## config.mk

```make
export PLATFORM = sky130hd
export DESIGN_NAME = sra_spi_slave
export DESIGN_NICKNAME = d
export VERILOG_FILES = /design/src/hdl/sra_pkg.sv /design/src/hdl/sra_crc4.sv /design/src/hdl/sra_spi_slave.sv /design/src/hdl/sra_sync.sv
export SDC_FILE = /design/constraint.sdc
export NUM_CORES = 1
export LEC_CHECK = 0
export BUFFER_PORTS_ARGS = -buffer_cell sky130_fd_sc_hd__buf_4
export CORE_ASPECT_RATIO = 0.75
export CORE_UTILIZATION = 45
export CTS_BUF_LIST = sky130_fd_sc_hd__clkbuf_8
export CTS_CLUSTER_DIAMETER = 120
export DETAILED_ROUTE_END_ITERATION = 10
export PLACE_DENSITY = 0.68
export SYNTH_ARGS = -nofsm -noshare
export SYNTH_HDL_FRONTEND = slang
export SYNTH_HIERARCHICAL = 1
export SYNTH_SLANG_ARGS = --single-unit
```

## constraint.sdc

```tcl
create_clock -name ref_clk_i -period 3.6 [get_ports ref_clk_i]
set_input_delay 0.18 -clock ref_clk_i [delete_from_list [all_inputs] [get_ports ref_clk_i]]
set_output_delay 0.18 -clock ref_clk_i [all_outputs]
set_load 0.03 [all_outputs]
```

## src/hdl/sra_pkg.sv

```systemverilog
// Shared constants for the SPI register access slave
package sra_pkg;

  // ==========================================================================
  // Frame geometry
  // ==========================================================================
  localparam int CNT_W = 5;
  localparam int WORD_W = 16;
  localparam int CRC_W = 4;
  localparam int ADDR_W = 6;
  localparam int BYTE_W = 8;
  localparam logic [CNT_W-1:0] DATA_CLKS = 5'h10;
  localparam logic [CNT_W-1:0] FULL_CLKS = 5'h14;
  localparam logic [CNT_W-1:0] CNT_MAX = 5'h1F;
  localparam logic [CNT_W-1:0] LAST_DATA_FALL = 5'h0F;

  // ==========================================================================
  // Command word fields
  // ==========================================================================
  localparam int SYNC_BIT = 15;
  localparam int RW_BIT = 14;
  localparam int ADDR_MSB = 13;
  localparam int ADDR_LSB = 8;
  localparam int DATA_MSB = 7;
  localparam int DATA_LSB = 0;
  localparam int ODD_BIT = 0;

  // ==========================================================================
  // CRC defaults and reset values
  // ==========================================================================
  localparam logic [CRC_W-1:0] CRC_POLY = 4'h3;
  localparam logic [CRC_W-1:0] CRC_SEED = 4'hF;
  localparam logic [BYTE_W-1:0] BYTE_ZERO = 8'h00;
  localparam logic [WORD_W-1:0] WORD_ZERO = 16'h0000;
  localparam logic [ADDR_W-1:0] ADDR_ZERO = 6'h00;
  localparam logic [CNT_W-1:0] CNT_ZERO = 5'h00;
  localparam logic [CNT_W-1:0] CNT_ONE = 5'h01;
  // Pin order {select, clock, chip select, data}; clock and chip select idle high
  localparam logic [3:0] PIN_RST = 4'h6;

  // ==========================================================================
  // Frame state
  // ==========================================================================
  typedef enum logic [0:0] {
    SRA_IDLE,
    SRA_FRAME
  } sra_state_t;

endpackage : sra_pkg

```

## src/hdl/sra_crc4.sv

```systemverilog
// Combinational four-bit CRC over one sixteen-bit word, MSB first
`timescale 1ns/1ps
`default_nettype none
module sra_crc4 #(
  parameter logic [sra_pkg::CRC_W-1:0] POLY = sra_pkg::CRC_POLY,
  parameter logic [sra_pkg::CRC_W-1:0] SEED = sra_pkg::CRC_SEED
) (
  // Word in, check value out
  input wire logic [sra_pkg::WORD_W-1:0] word_i,
  output logic [sra_pkg::CRC_W-1:0] crc_o
);
  import sra_pkg::*;

  always_comb begin
    logic [CRC_W-1:0] c;
    logic fb;
    c = SEED;
    fb = 1'b0;
    for (int i = WORD_W - 1; i >= 0; i--) begin
      fb = c[CRC_W-1] ^ word_i[i];
      c = {c[CRC_W-2:0], 1'b0} ^ (fb ? POLY : '0);
    end
    crc_o = c;
  end

endmodule : sra_crc4
`default_nettype wire

```

## src/hdl/sra_spi_slave.sv

```systemverilog
// SPI mode 3 register access slave, oversampled by the reference clock
//
// Function
// - Full-duplex four-wire SPI in mode 3, one interface per die.
// - SPI is active only while the interface select pin is high.
// - Pure slave; master drives clock, MOSI and select, up to 10 MHz.
// - From the seventeenth clock, a four-bit CRC follows the data on MISO.
// - Received CRC bits ignored unless the CRC check enable is set.
// - With checking on, a bad-CRC frame is dropped and CRC error flagged.
// - MOSI is sampled on rising serial clock edges.
// - The received frame is acted on only when chip select rises.
// - MISO carries data of the last read address, zeros if none yet.
// - A read takes two frames: select address, then data returns.
// - MISO changes on falling serial clock edges.
// - Even address returns the whole word; odd returns low byte only.
`timescale 1ns/1ps
`default_nettype none
module sra_spi_slave #(
  parameter logic [sra_pkg::CRC_W-1:0] CRC_POLY_P = sra_pkg::CRC_POLY,
  parameter logic [sra_pkg::CRC_W-1:0] CRC_SEED_P = sra_pkg::CRC_SEED
) (
  // Clock and reset
  input wire logic ref_clk_i,
  input wire logic arst_n_i,
  // Serial pins
  input wire logic interface_select_pin_i,
  input wire logic sclk_i,
  input wire logic cs_n_i,
  input wire logic mosi_i,
  output logic miso_o,
  output logic miso_oe_o,
  // Configuration
  input wire logic spi_crc_check_enable_i,
  // Register file write side
  output logic wr_en_o,
  output logic [sra_pkg::ADDR_W-1:0] wr_addr_o,
  output logic [sra_pkg::BYTE_W-1:0] wr_data_o,
  // Register file read side
  output logic [sra_pkg::ADDR_W-1:0] rd_addr_o,
  input wire logic [sra_pkg::WORD_W-1:0] rd_data_i,
  // Error flag set pulse
  output logic crc_err_o
);
  import sra_pkg::*;

  // ==========================================================================
  // Pin synchronisation and edge detection
  // ==========================================================================
  logic interface_select_pin_s, sclk_s, cs_n_s, mosi_s;
  logic sclk_q, cs_n_q;
  logic sclk_rise, sclk_fall, cs_fall, cs_rise;

  // Clock and chip select idle high in mode 3, so they reset high
  sra_sync #(
    .WIDTH(4),
    .RESET_VAL(PIN_RST)
  ) u_sync (
    .ref_clk_i(ref_clk_i),
    .arst_n_i(arst_n_i),
    .async_i({interface_select_pin_i, sclk_i, cs_n_i, mosi_i}),
    .sync_o({interface_select_pin_s, sclk_s, cs_n_s, mosi_s})
  );

  always_ff @(posedge ref_clk_i or negedge arst_n_i) begin
    if (!arst_n_i) begin
      sclk_q <= 1'b1;
      cs_n_q <= 1'b1;
    end else begin
      sclk_q <= sclk_s;
      cs_n_q <= cs_n_s;
    end
  end

  // Serial clock is only meaningful while selected
  assign sclk_rise = sclk_s & ~sclk_q & ~cs_n_s;
  assign sclk_fall = ~sclk_s & sclk_q & ~cs_n_s;
  assign cs_fall = ~cs_n_s & cs_n_q;
  assign cs_rise = cs_n_s & ~cs_n_q;

  // ==========================================================================
  // CRC generation and checking
  // ==========================================================================
  logic [WORD_W-1:0] tx_word, rx_word;
  logic [CRC_W-1:0] rx_crc, tx_crc_calc, rx_crc_calc;

  sra_crc4 #(.POLY(CRC_POLY_P), .SEED(CRC_SEED_P)) u_crc_tx (
    .word_i(tx_word),
    .crc_o(tx_crc_calc)
  );

  sra_crc4 #(.POLY(CRC_POLY_P), .SEED(CRC_SEED_P)) u_crc_rx (
    .word_i(rx_word),
    .crc_o(rx_crc_calc)
  );

  // Saturating increment, shared by both bit counters
  function automatic logic [CNT_W-1:0] sat_inc(input logic [CNT_W-1:0] v);
    sat_inc = (v == CNT_MAX) ? v : v + CNT_ONE;
  endfunction : sat_inc

  // ==========================================================================
  // Frame state
  // ==========================================================================
  sra_state_t state, next_state;
  logic [CNT_W-1:0] rx_cnt, next_rx_cnt, tx_cnt, next_tx_cnt;
  logic [WORD_W-1:0] next_rx_word, tx_sh, next_tx_sh, next_tx_word;
  logic [CRC_W-1:0] next_rx_crc;
  logic rd_valid, next_rd_valid, next_miso, next_miso_oe, next_wr_en;
  logic [ADDR_W-1:0] next_rd_addr, next_wr_addr;
  logic [BYTE_W-1:0] next_wr_data;
  logic next_crc_err, crc_present, crc_bad, frame_ok;

  // A frame without its CRC nibble is taken as plain 16-bit
  assign crc_present = (rx_cnt >= FULL_CLKS);
  assign crc_bad = spi_crc_check_enable_i & crc_present
                   & (rx_crc != rx_crc_calc);
  assign frame_ok = (rx_cnt >= DATA_CLKS) & ~rx_word[SYNC_BIT];

  always_comb begin
    next_state = state;
    next_rx_cnt = rx_cnt;
    next_tx_cnt = tx_cnt;
    next_rx_word = rx_word;
    next_rx_crc = rx_crc;
    next_tx_sh = tx_sh;
    next_tx_word = tx_word;
    next_rd_valid = rd_valid;
    next_rd_addr = rd_addr_o;
    next_miso = miso_o;
    next_miso_oe = miso_oe_o;
    next_wr_en = 1'b0;
    next_wr_addr = wr_addr_o;
    next_wr_data = wr_data_o;
    next_crc_err = 1'b0;
    case (state)
      SRA_IDLE: begin
        next_miso_oe = 1'b0;
        if (interface_select_pin_s && cs_fall) begin
          next_state = SRA_FRAME;
          next_rx_cnt = CNT_ZERO;
          next_tx_cnt = CNT_ZERO;
          // Return data of the address chosen by the last read
          if (!rd_valid) begin
            next_tx_word = WORD_ZERO;
          end else if (rd_addr_o[ODD_BIT]) begin
            next_tx_word = {BYTE_ZERO, rd_data_i[DATA_MSB:DATA_LSB]};
          end else begin
            next_tx_word = rd_data_i;
          end
          next_tx_sh = next_tx_word;
          next_miso = next_tx_word[WORD_W-1];
          next_miso_oe = 1'b1;
        end
      end
      SRA_FRAME: begin
        if (!interface_select_pin_s) begin
          // Pins handed back to the other protocol mid-frame: drop it
          next_state = SRA_IDLE;
          next_miso_oe = 1'b0;
        end else if (cs_rise) begin
          next_state = SRA_IDLE;
          next_miso_oe = 1'b0;
          if (frame_ok && crc_bad) begin
            next_crc_err = 1'b1;
          end else if (frame_ok && rx_word[RW_BIT]) begin
            next_wr_en = 1'b1;
            next_wr_addr = rx_word[ADDR_MSB:ADDR_LSB];
            next_wr_data = rx_word[DATA_MSB:DATA_LSB];
          end else if (frame_ok) begin
            next_rd_valid = 1'b1;
            next_rd_addr = rx_word[ADDR_MSB:ADDR_LSB];
          end
        end else begin
          if (sclk_rise) begin
            next_rx_cnt = sat_inc(rx_cnt);
            if (rx_cnt < DATA_CLKS) begin
              next_rx_word = {rx_word[WORD_W-2:0], mosi_s};
            end else if (rx_cnt < FULL_CLKS) begin
              next_rx_crc = {rx_crc[CRC_W-2:0], mosi_s};
            end
          end
          if (sclk_fall) begin
            next_tx_cnt = sat_inc(tx_cnt);
            next_miso = tx_sh[WORD_W-1];
            if (tx_cnt == LAST_DATA_FALL) begin
              next_tx_sh = {tx_crc_calc, {(WORD_W-CRC_W){1'b0}}};
            end else begin
              next_tx_sh = {tx_sh[WORD_W-2:0], 1'b0};
            end
          end
        end
      end
      default: begin
        next_state = SRA_IDLE;
        next_miso_oe = 1'b0;
      end
    endcase
  end

  always_ff @(posedge ref_clk_i or negedge arst_n_i) begin
    if (!arst_n_i) begin
      state <= SRA_IDLE;
      rx_cnt <= CNT_ZERO;
      tx_cnt <= CNT_ZERO;
      rx_word <= WORD_ZERO;
      rx_crc <= '0;
      tx_sh <= WORD_ZERO;
      tx_word <= WORD_ZERO;
      rd_valid <= 1'b0;
      rd_addr_o <= ADDR_ZERO;
      miso_o <= 1'b0;
      miso_oe_o <= 1'b0;
      wr_en_o <= 1'b0;
      wr_addr_o <= ADDR_ZERO;
      wr_data_o <= BYTE_ZERO;
      crc_err_o <= 1'b0;
    end else begin
      state <= next_state;
      rx_cnt <= next_rx_cnt;
      tx_cnt <= next_tx_cnt;
      rx_word <= next_rx_word;
      rx_crc <= next_rx_crc;
      tx_sh <= next_tx_sh;
      tx_word <= next_tx_word;
      rd_valid <= next_rd_valid;
      rd_addr_o <= next_rd_addr;
      miso_o <= next_miso;
      miso_oe_o <= next_miso_oe;
      wr_en_o <= next_wr_en;
      wr_addr_o <= next_wr_addr;
      wr_data_o <= next_wr_data;
      crc_err_o <= next_crc_err;
    end
  end

  // ==========================================================================
  // Assertions
  // ==========================================================================
  property p_interface_select_pin_off;
    @(posedge ref_clk_i) disable iff (!arst_n_i)
    !interface_select_pin_s |=> !miso_oe_o;
  endproperty
  a_interface_select_pin_off: assert property (p_interface_select_pin_off)
    else $error("MISO driven while SPI not selected");

  property p_write_on_cs_rise;
    @(posedge ref_clk_i) disable iff (!arst_n_i)
    wr_en_o |-> $past(cs_rise) && $past(state == SRA_FRAME)
      && wr_addr_o == $past(rx_word[ADDR_MSB:ADDR_LSB])
      && wr_data_o == $past(rx_word[DATA_MSB:DATA_LSB]);
  endproperty
  a_write_on_cs_rise: assert property (p_write_on_cs_rise)
    else $error("Write issued without a closing chip select edge");

  property p_short_ignored;
    @(posedge ref_clk_i) disable iff (!arst_n_i)
    (state == SRA_FRAME && interface_select_pin_s && cs_rise && rx_cnt < DATA_CLKS)
      |=> !wr_en_o && !crc_err_o && $stable(rd_addr_o);
  endproperty
  a_short_ignored: assert property (p_short_ignored)
    else $error("Short frame was acted upon");

  property p_crc_discard;
    @(posedge ref_clk_i) disable iff (!arst_n_i)
    (state == SRA_FRAME && interface_select_pin_s && cs_rise && frame_ok
      && spi_crc_check_enable_i && crc_present && rx_crc != rx_crc_calc)
      |=> crc_err_o && !wr_en_o && $stable(rd_addr_o);
  endproperty
  a_crc_discard: assert property (p_crc_discard)
    else $error("Bad CRC frame not discarded and flagged");

  property p_crc_check_off;
    @(posedge ref_clk_i) disable iff (!arst_n_i)
    !spi_crc_check_enable_i |=> !crc_err_o;
  endproperty
  a_crc_check_off: assert property (p_crc_check_off)
    else $error("CRC error flagged while checking disabled");

  property p_miso_on_fall;
    @(posedge ref_clk_i) disable iff (!arst_n_i)
    (state == SRA_FRAME && !sclk_fall && !cs_fall) |=> $stable(miso_o);
  endproperty
  a_miso_on_fall: assert property (p_miso_on_fall)
    else $error("MISO changed away from a falling clock edge");

  property p_odd_read;
    @(posedge ref_clk_i) disable iff (!arst_n_i)
    (state == SRA_IDLE && interface_select_pin_s && cs_fall && rd_valid && rd_addr_o[ODD_BIT])
      |=> tx_word[WORD_W-1:BYTE_W] == BYTE_ZERO
      && tx_word[DATA_MSB:DATA_LSB] == $past(rd_data_i[DATA_MSB:DATA_LSB]);
  endproperty
  a_odd_read: assert property (p_odd_read)
    else $error("Odd byte read returned wrong word");

  property p_no_read_zero;
    @(posedge ref_clk_i) disable iff (!arst_n_i)
    (state == SRA_IDLE && interface_select_pin_s && cs_fall && !rd_valid)
      |=> tx_word == WORD_ZERO ##1 !miso_o;
  endproperty
  a_no_read_zero: assert property (p_no_read_zero)
    else $error("Data returned before any read command");

  property p_crc_out;
    @(posedge ref_clk_i) disable iff (!arst_n_i)
    (state == SRA_FRAME && interface_select_pin_s && !cs_rise && sclk_fall
      && tx_cnt == DATA_CLKS) |=> miso_o == tx_crc_calc[CRC_W-1];
  endproperty
  a_crc_out: assert property (p_crc_out)
    else $error("CRC nibble not shifted out after data");

  property p_mosi_sample;
    @(posedge ref_clk_i) disable iff (!arst_n_i)
    (state == SRA_FRAME && interface_select_pin_s && !cs_rise && sclk_rise
      && rx_cnt < DATA_CLKS) |=> rx_word[0] == $past(mosi_s);
  endproperty
  a_mosi_sample: assert property (p_mosi_sample)
    else $error("MOSI not captured on rising clock edge");

  c_write: cover property (@(posedge ref_clk_i) disable iff (!arst_n_i)
    wr_en_o);
  c_read_select: cover property (@(posedge ref_clk_i) disable iff (!arst_n_i)
    state == SRA_FRAME && cs_rise && frame_ok && !rx_word[RW_BIT]);
  c_crc_err: cover property (@(posedge ref_clk_i) disable iff (!arst_n_i)
    crc_err_o);
  c_long_frame: cover property (@(posedge ref_clk_i) disable iff (!arst_n_i)
    state == SRA_FRAME && cs_rise && rx_cnt == FULL_CLKS);

endmodule : sra_spi_slave
`default_nettype wire

```

## src/hdl/sra_sync.sv

```systemverilog
// Two-flop synchroniser for a group of pin inputs
`timescale 1ns/1ps
`default_nettype none
module sra_sync #(
  parameter int WIDTH = 1,
  parameter logic [WIDTH-1:0] RESET_VAL = '0
) (
  // Clock and reset
  input wire logic ref_clk_i,
  input wire logic arst_n_i,
  // Pins and synchronised levels
  input wire logic [WIDTH-1:0] async_i,
  output logic [WIDTH-1:0] sync_o
);

  logic [WIDTH-1:0] meta;

  // First stage feeds only the second stage
  always_ff @(posedge ref_clk_i or negedge arst_n_i) begin
    if (!arst_n_i) begin
      meta <= RESET_VAL;
      sync_o <= RESET_VAL;
    end else begin
      meta <= async_i;
      sync_o <= meta;
    end
  end

endmodule : sra_sync
`default_nettype wire
```

==> qor.csv <==
metric,value,unit
Post-synth top flop,dfrtp_1,
Setup CP Type,flip-flop to flip-flop,
Rows,31,
Ant. Diodes,0,
Die Height,89.51,um
CTS tree,built,
synth unique cells,43,
Top Ports,47,
Hold Path Class,primary input to flip-flop,
cts hold-fix bufs,5,
CP Launch Type,flip-flop,
share of layout cells above drive strength 1,0.2889,
Synth top area share,0.5011,
Initial Util,0.4700,
synth cell count leaders,"dfrtp_1 (92), xnor2_1 (46), nand2_1 (44)",
Skew-Pair Late Insertion Delay,0.37,ns
initial DRC count,123,
input/output buffers,46,
busiest grt layer,met2,
Synth area leader,dfrtp_1,
Max stage delay on crit path,0.54,ns
vias in the first global route,2847,
final setup margin,0.6084,ns
die area,0.01062,mm2
met3 Use GR,0.04464,
core box area,0.009774,mm2
"Seq/Total Area, Yosys",0.5354,
CP max stage cell,a211oi_2,
Synth Instances,394,
Peak Freq,0.3343,GHz
CTS sink cnt,98,
Tcrit/Tclk final,0.8310,
CP Capture Type,flip-flop,
CP Max Fanout,7,
Leak,2.528,nW
GRT met1 Usage,0.2585,
Worst Tran Pin Value,1.078,ns
Root Buffer,clkbuf_8,
#FFs+latches synth,98,
run status,completed,
Syn Area/Cell,11.66,um2
hold slack,0.08609,ns
number of synthesis warnings,6,
met2 Track Usage GR,0.2780,
initial antenna violation count,0,
setup TNS,0,ns
depth of the CTS H-tree,3,
Post-CTS Setup Bufs,0,
DR vias,3012,
final WL,9005,um
dpl cells,561,
Die Width,118.7,um
reg2reg setup slack,0.61,ns
# Max-Cap Violations,0,
post-CTS sizing,0,
Syn Nets,422,
CTS max path bufs,2,
Worst Skew,0.009782,ns
Worst VDD drop,266.1,uV
Final setup viols,0,
post-synthesis cell area,0.004594,mm2
power per cell area,495.7,mW/mm2
pins over their slew limit,0,
total global routing overflow,0,
async set-or-reset flop fraction in the synthesized netlist,1.000,
Multi-input gate area,0.002048,mm2
gr usage total,0.1821,
DRC errors left,0,
most numerous cell in the Yosys netlist,dfrtp_1,
sequential cell area,0.002460,mm2
"non-filler cells, final",582,
final hold vios,0,
Antenna Nets Post-Route,0,
most frequent CP cell,xnor2_1,
pin count of the biggest net entering global routing,75,
crit-path leading delay family,XOR/XNOR gates,
number of synthesized flops with an enable pin,0,
Area Overhead vs Synth,16.01,%
Period minus WS final,2.992,ns
CP Cell Sequence,"xor2_1, xnor2_1, xnor3_2, xnor2_1, xnor2_1, nand4_1, a211oi_2, mux2_2",
relative slew slack,0.2815,
# nets final,473,
Worst Path Arrival,3.25,ns
CTS buffer count,9,
Pre-Repair DR Iteration Count,4,
"CTS clk-pin slew, worst paths",0.10,ns
first-pass GRT wire length,14740,um
CP Buf/Inv Count,0,
post-DP HPWL,6155,um
vias per cell,5.175,
Setup WS pre-CTS,0.5682,ns
GP Congestion,0.7970,
"top cells by area, synth","dfrtp_1 (50%), mux2_2 (11%), xnor2_1 (8.8%), nand2_1 (3.6%), dfstp_2 (3.4%)",
Worst EP required,3.86,ns
RSZ-0062 raised after global routing,false,
WL per Instance,15.47,um
Fill cells,871,
final cells by class:
| class | instances | share of cell area |
|---|---|---|
| Multi-Input combinational cell | 273 | 0.3843 |
| Tap cell | 132 | 0.03099 |
| Clock inverter | 7 | 0.01455 |
| Timing Repair Buffer | 55 | 0.07981 |
| Inverter | 8 | 0.005634 |
| Clock buffer | 9 | 0.02324 |
| Sequential cell | 98 | 0.4615 |
registers in the layout, indices dropped and copies added (netlist names):
register and cells:
state 1, cs_n_q 1, rx_cnt 5, sclk_q 1, miso_oe_o 1, rx_word 16, tx_sh 16, u_sync/meta 4
tx_word 16, u_sync/sync_o 4, wr_data_o 8, wr_en_o 1, crc_err_o 1, tx_cnt 5, wr_addr_o 6, rd_valid 1
rd_addr_o 6, rx_crc 4, miso_o 1
report_power, final:
group	switching (W)	internal, W	leakage, nW
registers	0.0000847	0.00120	1.25
clock network	0.000408	0.000327	0.0938
logic	0.000277	0.000341	1.18
metal layers:
layer,vias to the layer above,share of wire,routed length (um)
li1,1443,-,-
met1,1504,0.52,4650
met2,59,0.44,3981
met3,6,0.033,301
met4,0,0.0080,72
met5,-,0,0
stage by stage:
step | cell area, um2 | power (W) | utilization
finish | 5330 | 0.002642 | 0.5453
global route | 5330 | 0.002786 | 0.5453
global placement | 5079 | 0.001909 | 0.5196
CTS | 5330 | 0.002670 | 0.5453
detailed placement | 5079 | 0.001924 | 0.5196
floorplan | 4594 | 0.001787 | -
cell usage in the layout, fill, tap and decap left out, types with 2 or more instances in the layout:
master / n
nor2_1: 21
dfstp_2: 6
xnor3_2: 2
a31o_2: 2
and3_1: 4
inv_1: 8
mux2_4: 4
nand2b_1: 5
or4_1: 2
ha_1: 5
nand3b_1: 3
a2bb2oi_1: 4
xor2_1: 4
clkinvlp_4: 3
nand4_1: 4
mux2_2: 43
xnor2_1: 46
nand2_1: 44
o21a_1: 2
buf_4: 50
nand3_1: 2
dlygate4sd3_1: 5
dfrtp_1: 92
xnor2_2: 2
o21ai_0: 23
a21oi_1: 24
clkbuf_8: 9
nor2b_1: 6
mux2i_1: 4
xnor3_1: 2
cell families (layout without fill, tap and decap cells):
family,after synthesis,in the layout,synth area share
DFF,98,98,0.5354
adders and majority gates,5,5,0.01362
muxes,51,51,0.1272
and+or+nand+nor,96,96,0.09777
buffers and inverters,23,79,0.01961
AOI/OAI and AO/OA,65,65,0.08388
xor gates and xnor gates,56,56,0.1225
worst min-delay path: stages:
cell and delay (ns):
buf_4 0.11, nand2_1 0.07, o21ai_0 0.07
path summary, 6_finish.rpt:
path,start,to,cells after the start
min in group asynchronous,arst_n_i,u_sync/sync_o[0],2
min reg2reg,u_sync/meta[1],u_sync/sync_o[1],0
min,rd_data_i[11],tx_word[11],3
max reg2reg,rx_word[12],rd_addr_o[5],8
max,rx_word[12],rd_addr_o[5],8
max in group asynchronous,arst_n_i,u_sync/meta[2],3
Power figures use the tool's default switching activity.
